### config.mk
export PLATFORM = sky130hd
export DESIGN_NAME = hub_power_manager
export DESIGN_NICKNAME = d
export VERILOG_FILES = /design/src/design/hub_power_pkg.sv /design/src/design/hub_power_manager.sv
export SDC_FILE = /design/constraint.sdc
export NUM_CORES = 1
export LEC_CHECK = 0
export BUFFER_PORTS_ARGS = -buffer_cell sky130_fd_sc_hd__buf_2
export CAP_MARGIN = 0
export CORE_MARGIN = 1
export CORE_UTILIZATION = 55
export CTS_BUF_LIST = sky130_fd_sc_hd__clkbuf_4 sky130_fd_sc_hd__clkbuf_8
export DETAILED_ROUTE_END_ITERATION = 6
export PLACE_DENSITY = 0.85
export SLEW_MARGIN = 0
export SYNTH_ARGS = -nofsm -noshare
export SYNTH_HDL_FRONTEND = slang
export SYNTH_SLANG_ARGS = --single-unit
### constraint.sdc
create_clock -name aclk -period 2.8 [get_ports aclk]
set_input_delay 0.14 -clock aclk [delete_from_list [all_inputs] [get_ports aclk]]
set_output_delay 0.14 -clock aclk [all_outputs]
set_load 0.05 [all_outputs]
### src/design/hub_power_pkg.sv
// Contract
// - Controller reads the captured line states for the host's bus-state request.
// - Hardware sets change flags except bit 3 and Port 1 bit 2; controller only clears them.
// - Controller sets overcurrent-change bit 3 on a per-port fault; Port 1 keeps it 0.
// - Controller sets Port 1 suspend-change 20 ms after the EOF2 following resume.
// - Global mode senses on D0 and enables its suspend detection.
// - Per-port mode senses Port 2 on D0 and Port 3 on D1.
// - Global fault sets hub indicator and change, powers all ports off.
// - Per-port fault sets that port's indicator and change, powers it off.
// - Ganged switch turns off only when both port power bits are clear.
// - Individual switching drives one control output per port from its bit.
package hub_power_pkg;

  localparam int unsigned DEV_AW = 13;

  localparam logic [DEV_AW-1:0] PORT2_LINE_STATE_ADDR = 13'h1FA9;
  localparam logic [DEV_AW-1:0] PORT3_LINE_STATE_ADDR = 13'h1FAA;
  localparam logic [DEV_AW-1:0] PORT1_CHANGE_ADDR     = 13'h1FB0;
  localparam logic [DEV_AW-1:0] PORT2_CHANGE_ADDR     = 13'h1FB1;
  localparam logic [DEV_AW-1:0] PORT3_CHANGE_ADDR     = 13'h1FB2;
  localparam logic [DEV_AW-1:0] SUSP_OC_ENABLE_ADDR   = 13'h1FF2;

  localparam logic [7:0] CHANGE_FLAGS_MASK   = 8'h1F;
  localparam logic [7:0] OC_CHANGE_MASK      = 8'h08;
  localparam logic [7:0] SUSPEND_CHANGE_MASK = 8'h04;
  localparam logic [7:0] SENSE_A_ENABLE_MASK = 8'h04;
  localparam logic [7:0] SENSE_B_ENABLE_MASK = 8'h08;
  localparam logic [7:0] LINE_STATE_MASK     = 8'h03;
  localparam logic [1:0] PORT1_LINE_STATE    = 2'h2;
  localparam logic [2:0] PIN_IDLE            = 3'h3;

  // Own register map, one 32-bit word each.
  localparam logic [3:0] CTRL_OFFSET   = 4'h0;
  localparam logic [3:0] CMD_OFFSET    = 4'h4;
  localparam logic [3:0] STATUS_OFFSET = 4'h8;
  localparam logic [1:0] RESP_OKAY     = 2'h0;
  localparam logic [1:0] RESP_SLVERR   = 2'h2;

  localparam int unsigned CTRL_PER_PORT   = 0;
  localparam int unsigned CTRL_INDIVIDUAL = 1;
  localparam int unsigned CTRL_PORT2_PWR  = 2;
  localparam int unsigned CTRL_PORT3_PWR  = 3;
  localparam int unsigned CTRL_SUSPENDED  = 4;
  localparam logic [4:0]  CTRL_MASK       = 5'h1F;

  localparam int unsigned CMD_PORT_LSB   = 0;
  localparam int unsigned CMD_MASK_LSB   = 8;
  localparam int unsigned CMD_CLEAR      = 16;
  localparam int unsigned CMD_CAPTURE    = 17;
  localparam int unsigned CMD_P1_RESUMED = 18;
  localparam int unsigned CMD_HUB_OC_ACK = 19;
  localparam int unsigned CMD_OC_RELEASE = 20;

  localparam longint unsigned CLK_HZ          = 50_000_000;
  localparam longint unsigned RESUME_DELAY_MS = 20;
  localparam int unsigned RESUME_DELAY_CYCLES = int'(RESUME_DELAY_MS * CLK_HZ / 1000);

  typedef enum logic [1:0] {
    SEQ_IDLE  = 2'b00,
    SEQ_READ  = 2'b01,
    SEQ_WAIT  = 2'b11,
    SEQ_WRITE = 2'b10
  } seq_state_t;

  // Job index doubles as priority: lowest pending index runs first.
  localparam int unsigned JOB_N       = 7;
  localparam int unsigned JOB_SUSP_EN = 0;
  localparam int unsigned JOB_OC2     = 1;
  localparam int unsigned JOB_OC3     = 2;
  localparam int unsigned JOB_P1_SSC  = 3;
  localparam int unsigned JOB_CLEAR   = 4;
  localparam int unsigned JOB_CAP2    = 5;
  localparam int unsigned JOB_CAP3    = 6;

  typedef struct packed {
    logic [DEV_AW-1:0] addr;
    logic [7:0]        wdata;
    logic              wr;
    logic              rd;
  } dev_req_t;

endpackage

### src/design/hub_power_manager.sv
`timescale 1ns/1ns
module hub_power_manager
  import hub_power_pkg::*;
#(
  parameter int unsigned RESUME_DELAY = RESUME_DELAY_CYCLES
) (
  input  wire logic        aclk,
  input  wire logic        aresetn,
  input  wire logic [3:0]  s_axi_awaddr,
  input  wire logic        s_axi_awvalid,
  output logic             s_axi_awready,
  input  wire logic [31:0] s_axi_wdata,
  input  wire logic [3:0]  s_axi_wstrb,
  input  wire logic        s_axi_wvalid,
  output logic             s_axi_wready,
  output logic [1:0]       s_axi_bresp,
  output logic             s_axi_bvalid,
  input  wire logic        s_axi_bready,
  input  wire logic [3:0]  s_axi_araddr,
  input  wire logic        s_axi_arvalid,
  output logic             s_axi_arready,
  output logic [31:0]      s_axi_rdata,
  output logic [1:0]       s_axi_rresp,
  output logic             s_axi_rvalid,
  input  wire logic        s_axi_rready,
  output dev_req_t         dev_req,
  input  wire logic [7:0]  dev_rdata,
  input  wire logic        general_input_d0,
  input  wire logic        general_input_d1,
  input  wire logic        eof2_marker,
  output logic             shared_power_switch_control_n,
  output logic             port2_power_switch_control_n,
  output logic             port3_power_switch_control_n
);

  // Three-stage synchronisers; a level counts once stages two and three agree.
  logic [2:0] pin_raw;
  logic [2:0] sync1;
  logic [2:0] sync2;
  logic [2:0] sync3;
  logic [2:0] stable;
  logic [2:0] next_stable;
  logic [2:0] fall;
  logic [2:0] rise;

  assign pin_raw = {eof2_marker, general_input_d1, general_input_d0};

  genvar gi;
  generate
    for (gi = 0; gi < 3; gi++) begin : g_sync
      assign next_stable[gi] = (sync2[gi] == sync3[gi]) ? sync3[gi] : stable[gi];
      assign fall[gi]        = stable[gi] & ~next_stable[gi];
      assign rise[gi]        = ~stable[gi] & next_stable[gi];
      always_ff @(posedge aclk) begin
        if (!aresetn) begin
          sync1[gi]  <= PIN_IDLE[gi];
          sync2[gi]  <= PIN_IDLE[gi];
          sync3[gi]  <= PIN_IDLE[gi];
          stable[gi] <= PIN_IDLE[gi];
        end else begin
          sync1[gi]  <= pin_raw[gi];
          sync2[gi]  <= sync1[gi];
          sync3[gi]  <= sync2[gi];
          stable[gi] <= next_stable[gi];
        end
      end
    end
  endgenerate

  logic [4:0]  ctrl;
  logic        hub_oc_ind;
  logic        hub_oc_chg;
  logic [1:0]  port_oc_ind;
  logic [1:0]  line2;
  logic [1:0]  line3;
  logic [JOB_N-1:0] pend;
  logic [1:0]  clr_port;
  logic [7:0]  clr_mask;

  wire per_port   = ctrl[CTRL_PER_PORT];
  wire individual = ctrl[CTRL_INDIVIDUAL];
  wire oc_global  = ~per_port & fall[0];
  wire oc_port2   = per_port & fall[0];
  wire oc_port3   = per_port & fall[1];

  // AXI4-Lite slave: address and data are taken together in one cycle.
  wire wr_fire  = s_axi_awvalid & s_axi_wvalid & ~s_axi_awready & ~s_axi_bvalid;
  wire rd_fire  = s_axi_arvalid & ~s_axi_arready & ~s_axi_rvalid;
  wire wr_take  = s_axi_awready;
  wire [31:0] wmask = {{8{s_axi_wstrb[3]}}, {8{s_axi_wstrb[2]}}, {8{s_axi_wstrb[1]}}, {8{s_axi_wstrb[0]}}};
  wire [31:0] wbits = s_axi_wdata & wmask;
  wire ctrl_hit = s_axi_awaddr == CTRL_OFFSET;
  wire cmd_hit  = s_axi_awaddr == CMD_OFFSET;
  wire wr_ok    = ctrl_hit | cmd_hit;
  wire ctrl_wr  = wr_take & ctrl_hit;
  wire cmd_wr   = wr_take & cmd_hit;
  wire cmd_clear    = cmd_wr & wbits[CMD_CLEAR] & ~pend[JOB_CLEAR];
  wire cmd_capture  = cmd_wr & wbits[CMD_CAPTURE];
  wire cmd_p1_res   = cmd_wr & wbits[CMD_P1_RESUMED];
  wire cmd_hub_ack  = cmd_wr & wbits[CMD_HUB_OC_ACK];
  wire cmd_oc_rel   = cmd_wr & wbits[CMD_OC_RELEASE];

  // Software power bits; a fault switches power off and wins over a write.
  wire [4:0] ctrl_written = ctrl_wr ? (wbits[4:0] & CTRL_MASK) : ctrl;
  wire pwr2_off = oc_global | oc_port2;
  wire pwr3_off = oc_global | oc_port3;
  wire [4:0] next_ctrl = {ctrl_written[4],
                          ctrl_written[CTRL_PORT3_PWR] & ~pwr3_off,
                          ctrl_written[CTRL_PORT2_PWR] & ~pwr2_off,
                          ctrl_written[1:0]};

  wire [31:0] status_word = {21'h0, |pend, port_oc_ind, hub_oc_chg, hub_oc_ind,
                             PORT1_LINE_STATE, line3, line2};
  wire [31:0] rd_word = (s_axi_araddr == CTRL_OFFSET)   ? {27'h0, ctrl} :
                        (s_axi_araddr == STATUS_OFFSET) ? status_word : 32'h0;
  wire rd_ok = (s_axi_araddr == CTRL_OFFSET) | (s_axi_araddr == STATUS_OFFSET) |
               (s_axi_araddr == CMD_OFFSET);

  always_ff @(posedge aclk) begin
    if (!aresetn) begin
      s_axi_awready <= 1'b0;
      s_axi_wready  <= 1'b0;
      s_axi_bvalid  <= 1'b0;
      s_axi_bresp   <= RESP_OKAY;
      s_axi_arready <= 1'b0;
      s_axi_rvalid  <= 1'b0;
      s_axi_rresp   <= RESP_OKAY;
      s_axi_rdata   <= 32'h0;
    end else begin
      s_axi_awready <= wr_fire;
      s_axi_wready  <= wr_fire;
      if (wr_take) begin
        s_axi_bvalid <= 1'b1;
        s_axi_bresp  <= wr_ok ? RESP_OKAY : RESP_SLVERR;
      end else if (s_axi_bready) begin
        s_axi_bvalid <= 1'b0;
      end
      s_axi_arready <= rd_fire;
      if (s_axi_arready) begin
        s_axi_rvalid <= 1'b1;
        s_axi_rdata  <= rd_word;
        s_axi_rresp  <= rd_ok ? RESP_OKAY : RESP_SLVERR;
      end else if (s_axi_rready) begin
        s_axi_rvalid <= 1'b0;
      end
    end
  end

  // Overcurrent indicators: a fault wins over the acknowledge in the same cycle.
  wire       next_hub_oc_ind = oc_global | (hub_oc_ind & ~cmd_oc_rel);
  wire       next_hub_oc_chg = oc_global | (hub_oc_chg & ~cmd_hub_ack);
  wire [1:0] next_port_oc    = {oc_port3, oc_port2} | (port_oc_ind & ~{2{cmd_oc_rel}});

  // Suspend-detect enables that the device should hold right now.
  wire [7:0] susp_en_want = ~ctrl[CTRL_SUSPENDED] ? 8'h00 :
                            per_port ? (SENSE_A_ENABLE_MASK | SENSE_B_ENABLE_MASK) :
                            SENSE_A_ENABLE_MASK;
  logic [7:0] susp_en_sent;

  // Port 1 suspend-change timing: wait for EOF2, then count the delay.
  logic        p1_wait_eof;
  logic        p1_counting;
  logic [31:0] p1_count;
  wire p1_start = p1_wait_eof & rise[2];
  wire p1_done  = p1_counting & (p1_count == RESUME_DELAY - 1);

  // Sequencer over the device register interface.
  seq_state_t state;
  logic [JOB_N-1:0] job;

  logic [JOB_N-1:0] pick;
  always_comb begin
    pick = '0;
    for (int i = JOB_N - 1; i >= 0; i--) begin
      if (pend[i]) begin
        pick = '0;
        pick[i] = 1'b1;
      end
    end
  end

  wire idle_take = (state == SEQ_IDLE) & (|pend);
  // A clear arriving while a clear job runs would change its mask mid-way.
  wire clr_take  = cmd_clear & ~(job[JOB_CLEAR] & (state != SEQ_IDLE));
  wire [JOB_N-1:0] taken = idle_take ? pick : '0;
  wire [JOB_N-1:0] sets;
  assign sets[JOB_SUSP_EN] = (susp_en_want != susp_en_sent) & ~(idle_take & pick[JOB_SUSP_EN]);
  assign sets[JOB_OC2]     = oc_port2;
  assign sets[JOB_OC3]     = oc_port3;
  assign sets[JOB_P1_SSC]  = p1_done;
  assign sets[JOB_CLEAR]   = clr_take;
  assign sets[JOB_CAP2]    = cmd_capture;
  assign sets[JOB_CAP3]    = cmd_capture;
  wire [JOB_N-1:0] next_pend = (pend & ~taken) | sets;

  wire [DEV_AW-1:0] pick_addr =
    pick[JOB_SUSP_EN] ? SUSP_OC_ENABLE_ADDR :
    pick[JOB_OC2]     ? PORT2_CHANGE_ADDR :
    pick[JOB_OC3]     ? PORT3_CHANGE_ADDR :
    pick[JOB_P1_SSC]  ? PORT1_CHANGE_ADDR :
    pick[JOB_CAP2]    ? PORT2_LINE_STATE_ADDR :
    pick[JOB_CAP3]    ? PORT3_LINE_STATE_ADDR :
    (clr_port == 2'h1) ? PORT1_CHANGE_ADDR :
    (clr_port == 2'h2) ? PORT2_CHANGE_ADDR : PORT3_CHANGE_ADDR;

  // Read-modify-write only clears the masked bits or adds the firmware-owned ones.
  // A hardware set landing between the read and the write can be lost; the
  // window is two cycles and is the price of a byte-wide device port.
  wire        p1_target = job[JOB_P1_SSC] | (job[JOB_CLEAR] & (clr_port == 2'h1));
  wire [7:0]  rmw_or    = (job[JOB_OC2] | job[JOB_OC3]) ? OC_CHANGE_MASK :
                          job[JOB_P1_SSC] ? SUSPEND_CHANGE_MASK : 8'h00;
  wire [7:0]  rmw_and   = (job[JOB_CLEAR] ? ~clr_mask : 8'hFF) &
                          (p1_target ? ~OC_CHANGE_MASK : 8'hFF);
  wire [7:0]  rmw_data  = ((dev_rdata | rmw_or) & rmw_and) & CHANGE_FLAGS_MASK;
  wire        is_cap    = job[JOB_CAP2] | job[JOB_CAP3];

  always_ff @(posedge aclk) begin
    if (!aresetn) begin
      ctrl         <= 5'h0;
      hub_oc_ind   <= 1'b0;
      hub_oc_chg   <= 1'b0;
      port_oc_ind  <= 2'h0;
      pend         <= '0;
      clr_port     <= 2'h0;
      clr_mask     <= 8'h0;
      susp_en_sent <= 8'h0;
      p1_wait_eof  <= 1'b0;
      p1_counting  <= 1'b0;
      p1_count     <= 32'h0;
      state        <= SEQ_IDLE;
      job          <= '0;
      line2        <= 2'h0;
      line3        <= 2'h0;
      dev_req      <= '0;
    end else begin
      ctrl        <= next_ctrl;
      hub_oc_ind  <= next_hub_oc_ind;
      hub_oc_chg  <= next_hub_oc_chg;
      port_oc_ind <= next_port_oc;
      pend        <= next_pend;
      if (clr_take) begin
        clr_port <= wbits[CMD_PORT_LSB +: 2];
        clr_mask <= wbits[CMD_MASK_LSB +: 8] & CHANGE_FLAGS_MASK;
      end
      if (cmd_p1_res) begin
        p1_wait_eof <= 1'b1;
      end else if (p1_start) begin
        p1_wait_eof <= 1'b0;
      end
      if (p1_start) begin
        p1_counting <= 1'b1;
        p1_count    <= 32'h0;
      end else if (p1_done) begin
        p1_counting <= 1'b0;
      end else if (p1_counting) begin
        p1_count <= p1_count + 32'h1;
      end
      dev_req.rd <= 1'b0;
      dev_req.wr <= 1'b0;
      case (state)
        SEQ_IDLE: begin
          if (|pend) begin
            job          <= pick;
            dev_req.addr <= pick_addr;
            if (pick[JOB_SUSP_EN]) begin
              dev_req.wr    <= 1'b1;
              dev_req.wdata <= susp_en_want;
              susp_en_sent  <= susp_en_want;
              state         <= SEQ_WRITE;
            end else begin
              dev_req.rd <= 1'b1;
              state      <= SEQ_READ;
            end
          end
        end
        SEQ_READ: begin
          state <= SEQ_WAIT;
        end
        SEQ_WAIT: begin
          if (job[JOB_CAP2]) begin
            line2 <= dev_rdata[1:0] & LINE_STATE_MASK[1:0];
          end
          if (job[JOB_CAP3]) begin
            line3 <= dev_rdata[1:0] & LINE_STATE_MASK[1:0];
          end
          if (is_cap) begin
            state <= SEQ_IDLE;
          end else begin
            dev_req.wr    <= 1'b1;
            dev_req.wdata <= rmw_data;
            state         <= SEQ_WRITE;
          end
        end
        SEQ_WRITE: begin
          state <= SEQ_IDLE;
        end
        default: begin
          state <= SEQ_IDLE;
        end
      endcase
    end
  end

  // Power switch pins are active low and follow the software power bits.
  always_ff @(posedge aclk) begin
    if (!aresetn) begin
      shared_power_switch_control_n <= 1'b1;
      port2_power_switch_control_n  <= 1'b1;
      port3_power_switch_control_n  <= 1'b1;
    end else begin
      shared_power_switch_control_n <= individual |
                                       ~(ctrl[CTRL_PORT2_PWR] | ctrl[CTRL_PORT3_PWR]);
      port2_power_switch_control_n  <= ~individual | ~ctrl[CTRL_PORT2_PWR];
      port3_power_switch_control_n  <= ~individual | ~ctrl[CTRL_PORT3_PWR];
    end
  end

endmodule

==> results by group <==
Worst setup path
  • Critical path's largest stage delay: around 0.61 ns
  • Worst EP arrival: 2.45 ns
  • Critical path type: register to register
  • CP Launch Type: register
  • Crit-path max FO: 6
  • Worst flop-to-flop path startpoint: p1_count[22]$_SDFFE_PP0P_
  • Reg2Reg Depth: 5
  • Crit path max-delay cell type: or4_4
  • Critical path destination: p1_count[6]$_SDFFE_PP0P_
  • Crit path cell chain: or4_1 -> or4_4 -> o21bai_4 -> nor2_2 -> mux2_4
  • Origin of the worst setup path: p1_count[22]$_SDFFE_PP0P_
  • Setup crit end kind: register
  • Worst Path Required: slightly above 3 ns
  • Reg-to-Reg End: p1_count[6]$_SDFFE_PP0P_
  • Worst reg-to-reg setup slack: around 0.66 ns

Die
  • Die Span Y: just under 100 µm
  • Die ar.: 9590 µm²
  • CORE AREA: roughly 8800 µm²
  • I/O pin total: between 100 and 150
  • Initial core utilization: 0.575
  • Die X: 97.9 µm
  • # rows: 34

STA
  • Max_slew headroom: 0.491
  • Fin Setup TNS: 0 ns
  • Final setup vio count: 0
  • Tmin final: ~2.1 ns
  • Pins Over Slew Limit: 0
  • RSZ-0062 raised after global routing: false
  • Slew @ Worst Pin: between 0.7 and 0.8 ns
  • Final hold violations: 0
  • Peak Freq: approximately 470 MHz
  • Setup ws final: about 0.66 ns
  • Clock skew: 0.0104 ns
  • Period utilisation layout: 0.763

Synthesis
  • Post-synth ARST share: 0
  • Mean Syn Cell Area: 8.56 µm²
  • Number of synthesized register bits: between 100 and 150
  • Register area share after synthesis: 0.459
  • Count of cell types in the netlist: 57
  • Synth Warn #: 0
  • EDFF count, synth: 0
  • Cell area after synthesis: roughly 5000 µm²
  • Synth Instances: around 600
  • Prevailing post-synth register cell: dfxtp_1

Global routing
  • Global-route wire length before repair: between 15000 and 20000 µm
  • Largest net degree at the start of global routing: 40
  • Initial antenna violation count: 0
  • All-Layer GR Usage: 0.245
  • Number of global-route vias before repair: approximately 4200
  • GRT overflow: 0

Power and ir drop
  • Power density over cell area: ~640 nW/µm²
  • Sequential share of power: 0.442
  • Int Pwr: roughly 2.8 mW
  • Sw frac: 0.264
  • Pleak: ~2.4 nW
  • Comb pwr share: 0.128
  • Clock power frac: 0.430
  • Net switching power: roughly 1.0 mW
  • Max IR drop VDD: 340 µV

Finish
  • Synthesis-to-layout area growth: 18.5%
  • Share of layout cells above drive strength 1: 0.189
  • Footprint of the multi-input gates: ~2400 µm²
  • Commonest non-fill, non-tap cells in the layout: 116 x dfxtp_1, 80 x buf_2, 63 x nand2_1
  • Post-layout net count: about 750
  • Most common cell after layout, fill and taps aside: dfxtp_1
  • Post-layout util: 0.681
  • Ant diodes: 0
  • Register area: between 2000 and 2500 µm²
  • # fillers: 681

Clock network
  • CTS tree: done
  • Post-CTS Setup Bufs: 0
  • Cts bufs inserted: 17
  • Root buffer cell: clkbuf_8
  • H-tree levels: 4
  • CTS Buffer Depth: 2
  • Reg clk slew, reported paths: roughly 0.06 ns
  • TritonCTS Sinks: 116
  • Clk Latency, worst-skew pair: 0.43 ns

Outcome
  • Status: complete, but fails checks
  • Failing checks: design-rule violations

Drt
  • DR DRC count: 11
  • Post-DR vias/cell: between 5 and 6
  • DRT Wirelength: about 11000 µm
  • Routed Antenna Nets: 0
  • Wire per inst: between 10 and 15 µm
  • Drt first pass iters: 7
  • Via count: between 4000 and 5000
  • Drt initial violations: 230

Flow run
  • Max Cap Viol: 0

Place
  • Routability cong.: about 0.86
  • Post-DP HPWL: ~7800 µm
  • Placement Setup Slack: 0.672 ns
  • Port bufs: 80

Min path
  • HP Class: input port to register
-- flip-flops by register name, summed over array words and instances, names as in the netlist, 3 cells and up --
signal	flops
s_axi_rdata	11
clr_mask	5
p1_count	32
sync1	3
job	7
sync3	3
sync2	3
ctrl	5
dev_req	12
stable	3
pend	7
-- final cells by class --
type	instances	share of cell area
well taps	108	0.0225
clock inverters	10	0.0261
flip-flops and latches	116	0.387
clock buffers	20	0.0449
multi-input cells	427	0.405
repair buffers	106	0.106
inverters	13	0.00814
-- cells by family after synthesis --
family | after synthesis | share of synthesized area
and+or+nand+nor | 255 | 0.255
DFF | 116 | 0.459
AOI/OAI and AO/OA | 104 | 0.126
buffers and inverters | 74 | 0.0809
xor gates and xnor gates | 30 | 0.0519
adders and majority gates | 6 | 0.0148
muxes | 5 | 0.0116
other | 1 | 0.000741
-- worst max-delay path, delay by kind of cell (launching register included) --
family           cells  cell delay, ns
AO/OA/AOI/OAI        1            0.19
flip-flops           1            0.35
multiplexers         1            0.29
AND/OR/NAND/NOR      3            1.20
-- power groups by stage --
stage	Combinational (mW)	Clock, mW	Sequential, mW
2_1_floorplan	0.364	0	1.76
3_3_place_gp	0.462	0	1.73
3_5_place_dp	0.471	0	1.74
4_1_cts	0.492	1.68	1.70
5_1_grt	0.539	1.76	1.70
6_report	0.492	1.66	1.70
-- metal layers --
layer	track usage	share of wire	vias to the layer above
li1	-	-	2180
met5	0	0	-
met3	0.0558	0.064	26
met4	0.127	0.026	0
met1	0.271	0.40	2102
met2	0.439	0.51	162
-- metrics by stage --
step                instances  hold slack [ns]  power [mW]  area [µm²]
floorplan                 617            0.241        2.12        5160
global placement          753            0.324        2.20        5400
detailed placement        753            0.325        2.21        5400
CTS                       800          0.00239        3.87        6000
global route              800         0.000116        4.00        6000
finish                    800           0.0141        3.85        6000
-- synth_stat cells, drive strengths merged (3+ instances only) --
| library cell | count | share of area |
|---|---|---|
| a21oi | 54 | 0.053 |
| a22oi | 8 | 0.012 |
| and2 | 5 | 0.0062 |
| and3 | 9 | 0.011 |
| and4 | 4 | 0.0069 |
| buf | 38 | 0.054 |
| clkbuf | 23 | 0.017 |
| dfxtp | 116 | 0.46 |
| ha | 6 | 0.015 |
| inv | 12 | 0.0089 |
| mux2 | 4 | 0.0096 |
| nand2 | 63 | 0.047 |
| nand2b | 15 | 0.019 |
| nand3 | 40 | 0.040 |
| nand4 | 14 | 0.019 |
| nand4b | 3 | 0.0052 |
| nor2 | 61 | 0.046 |
| nor2b | 5 | 0.0062 |
| nor3 | 10 | 0.0099 |
| nor4 | 8 | 0.011 |
| nor4b | 5 | 0.0087 |
| o21ai | 19 | 0.020 |
| o31ai | 4 | 0.0059 |
| or4 | 6 | 0.0096 |
| xnor2 | 5 | 0.0087 |
| xor2 | 25 | 0.043 |
-- timing repair --
action,4_1_cts,5_1_grt
hold endpoints to repair,17,0
resized for setup,0,0
hold buffers,17,0
-- worst min path at each step --
stage | end | start | cells past startpoint | slack (ns)
2_1_floorplan | sync1[0]$_SDFF_PN1_ | general_input_d0 | 1 | 0.24
6_report | clr_port[1]$_SDFFE_PN0P_ | s_axi_wdata[1] | 3 | 0.01
3_5_place_dp | sync1[1]$_SDFF_PN1_ | general_input_d1 | 2 | 0.32
5_1_grt | clr_port[0]$_SDFFE_PN0P_ | s_axi_wdata[0] | 3 | 0.0001
4_1_cts | clr_port[0]$_SDFFE_PN0P_ | s_axi_wdata[0] | 3 | 0.002
3_3_place_gp | sync1[1]$_SDFF_PN1_ | general_input_d1 | 2 | 0.32
No activity file was read; power rests on OpenSTA's default activity.
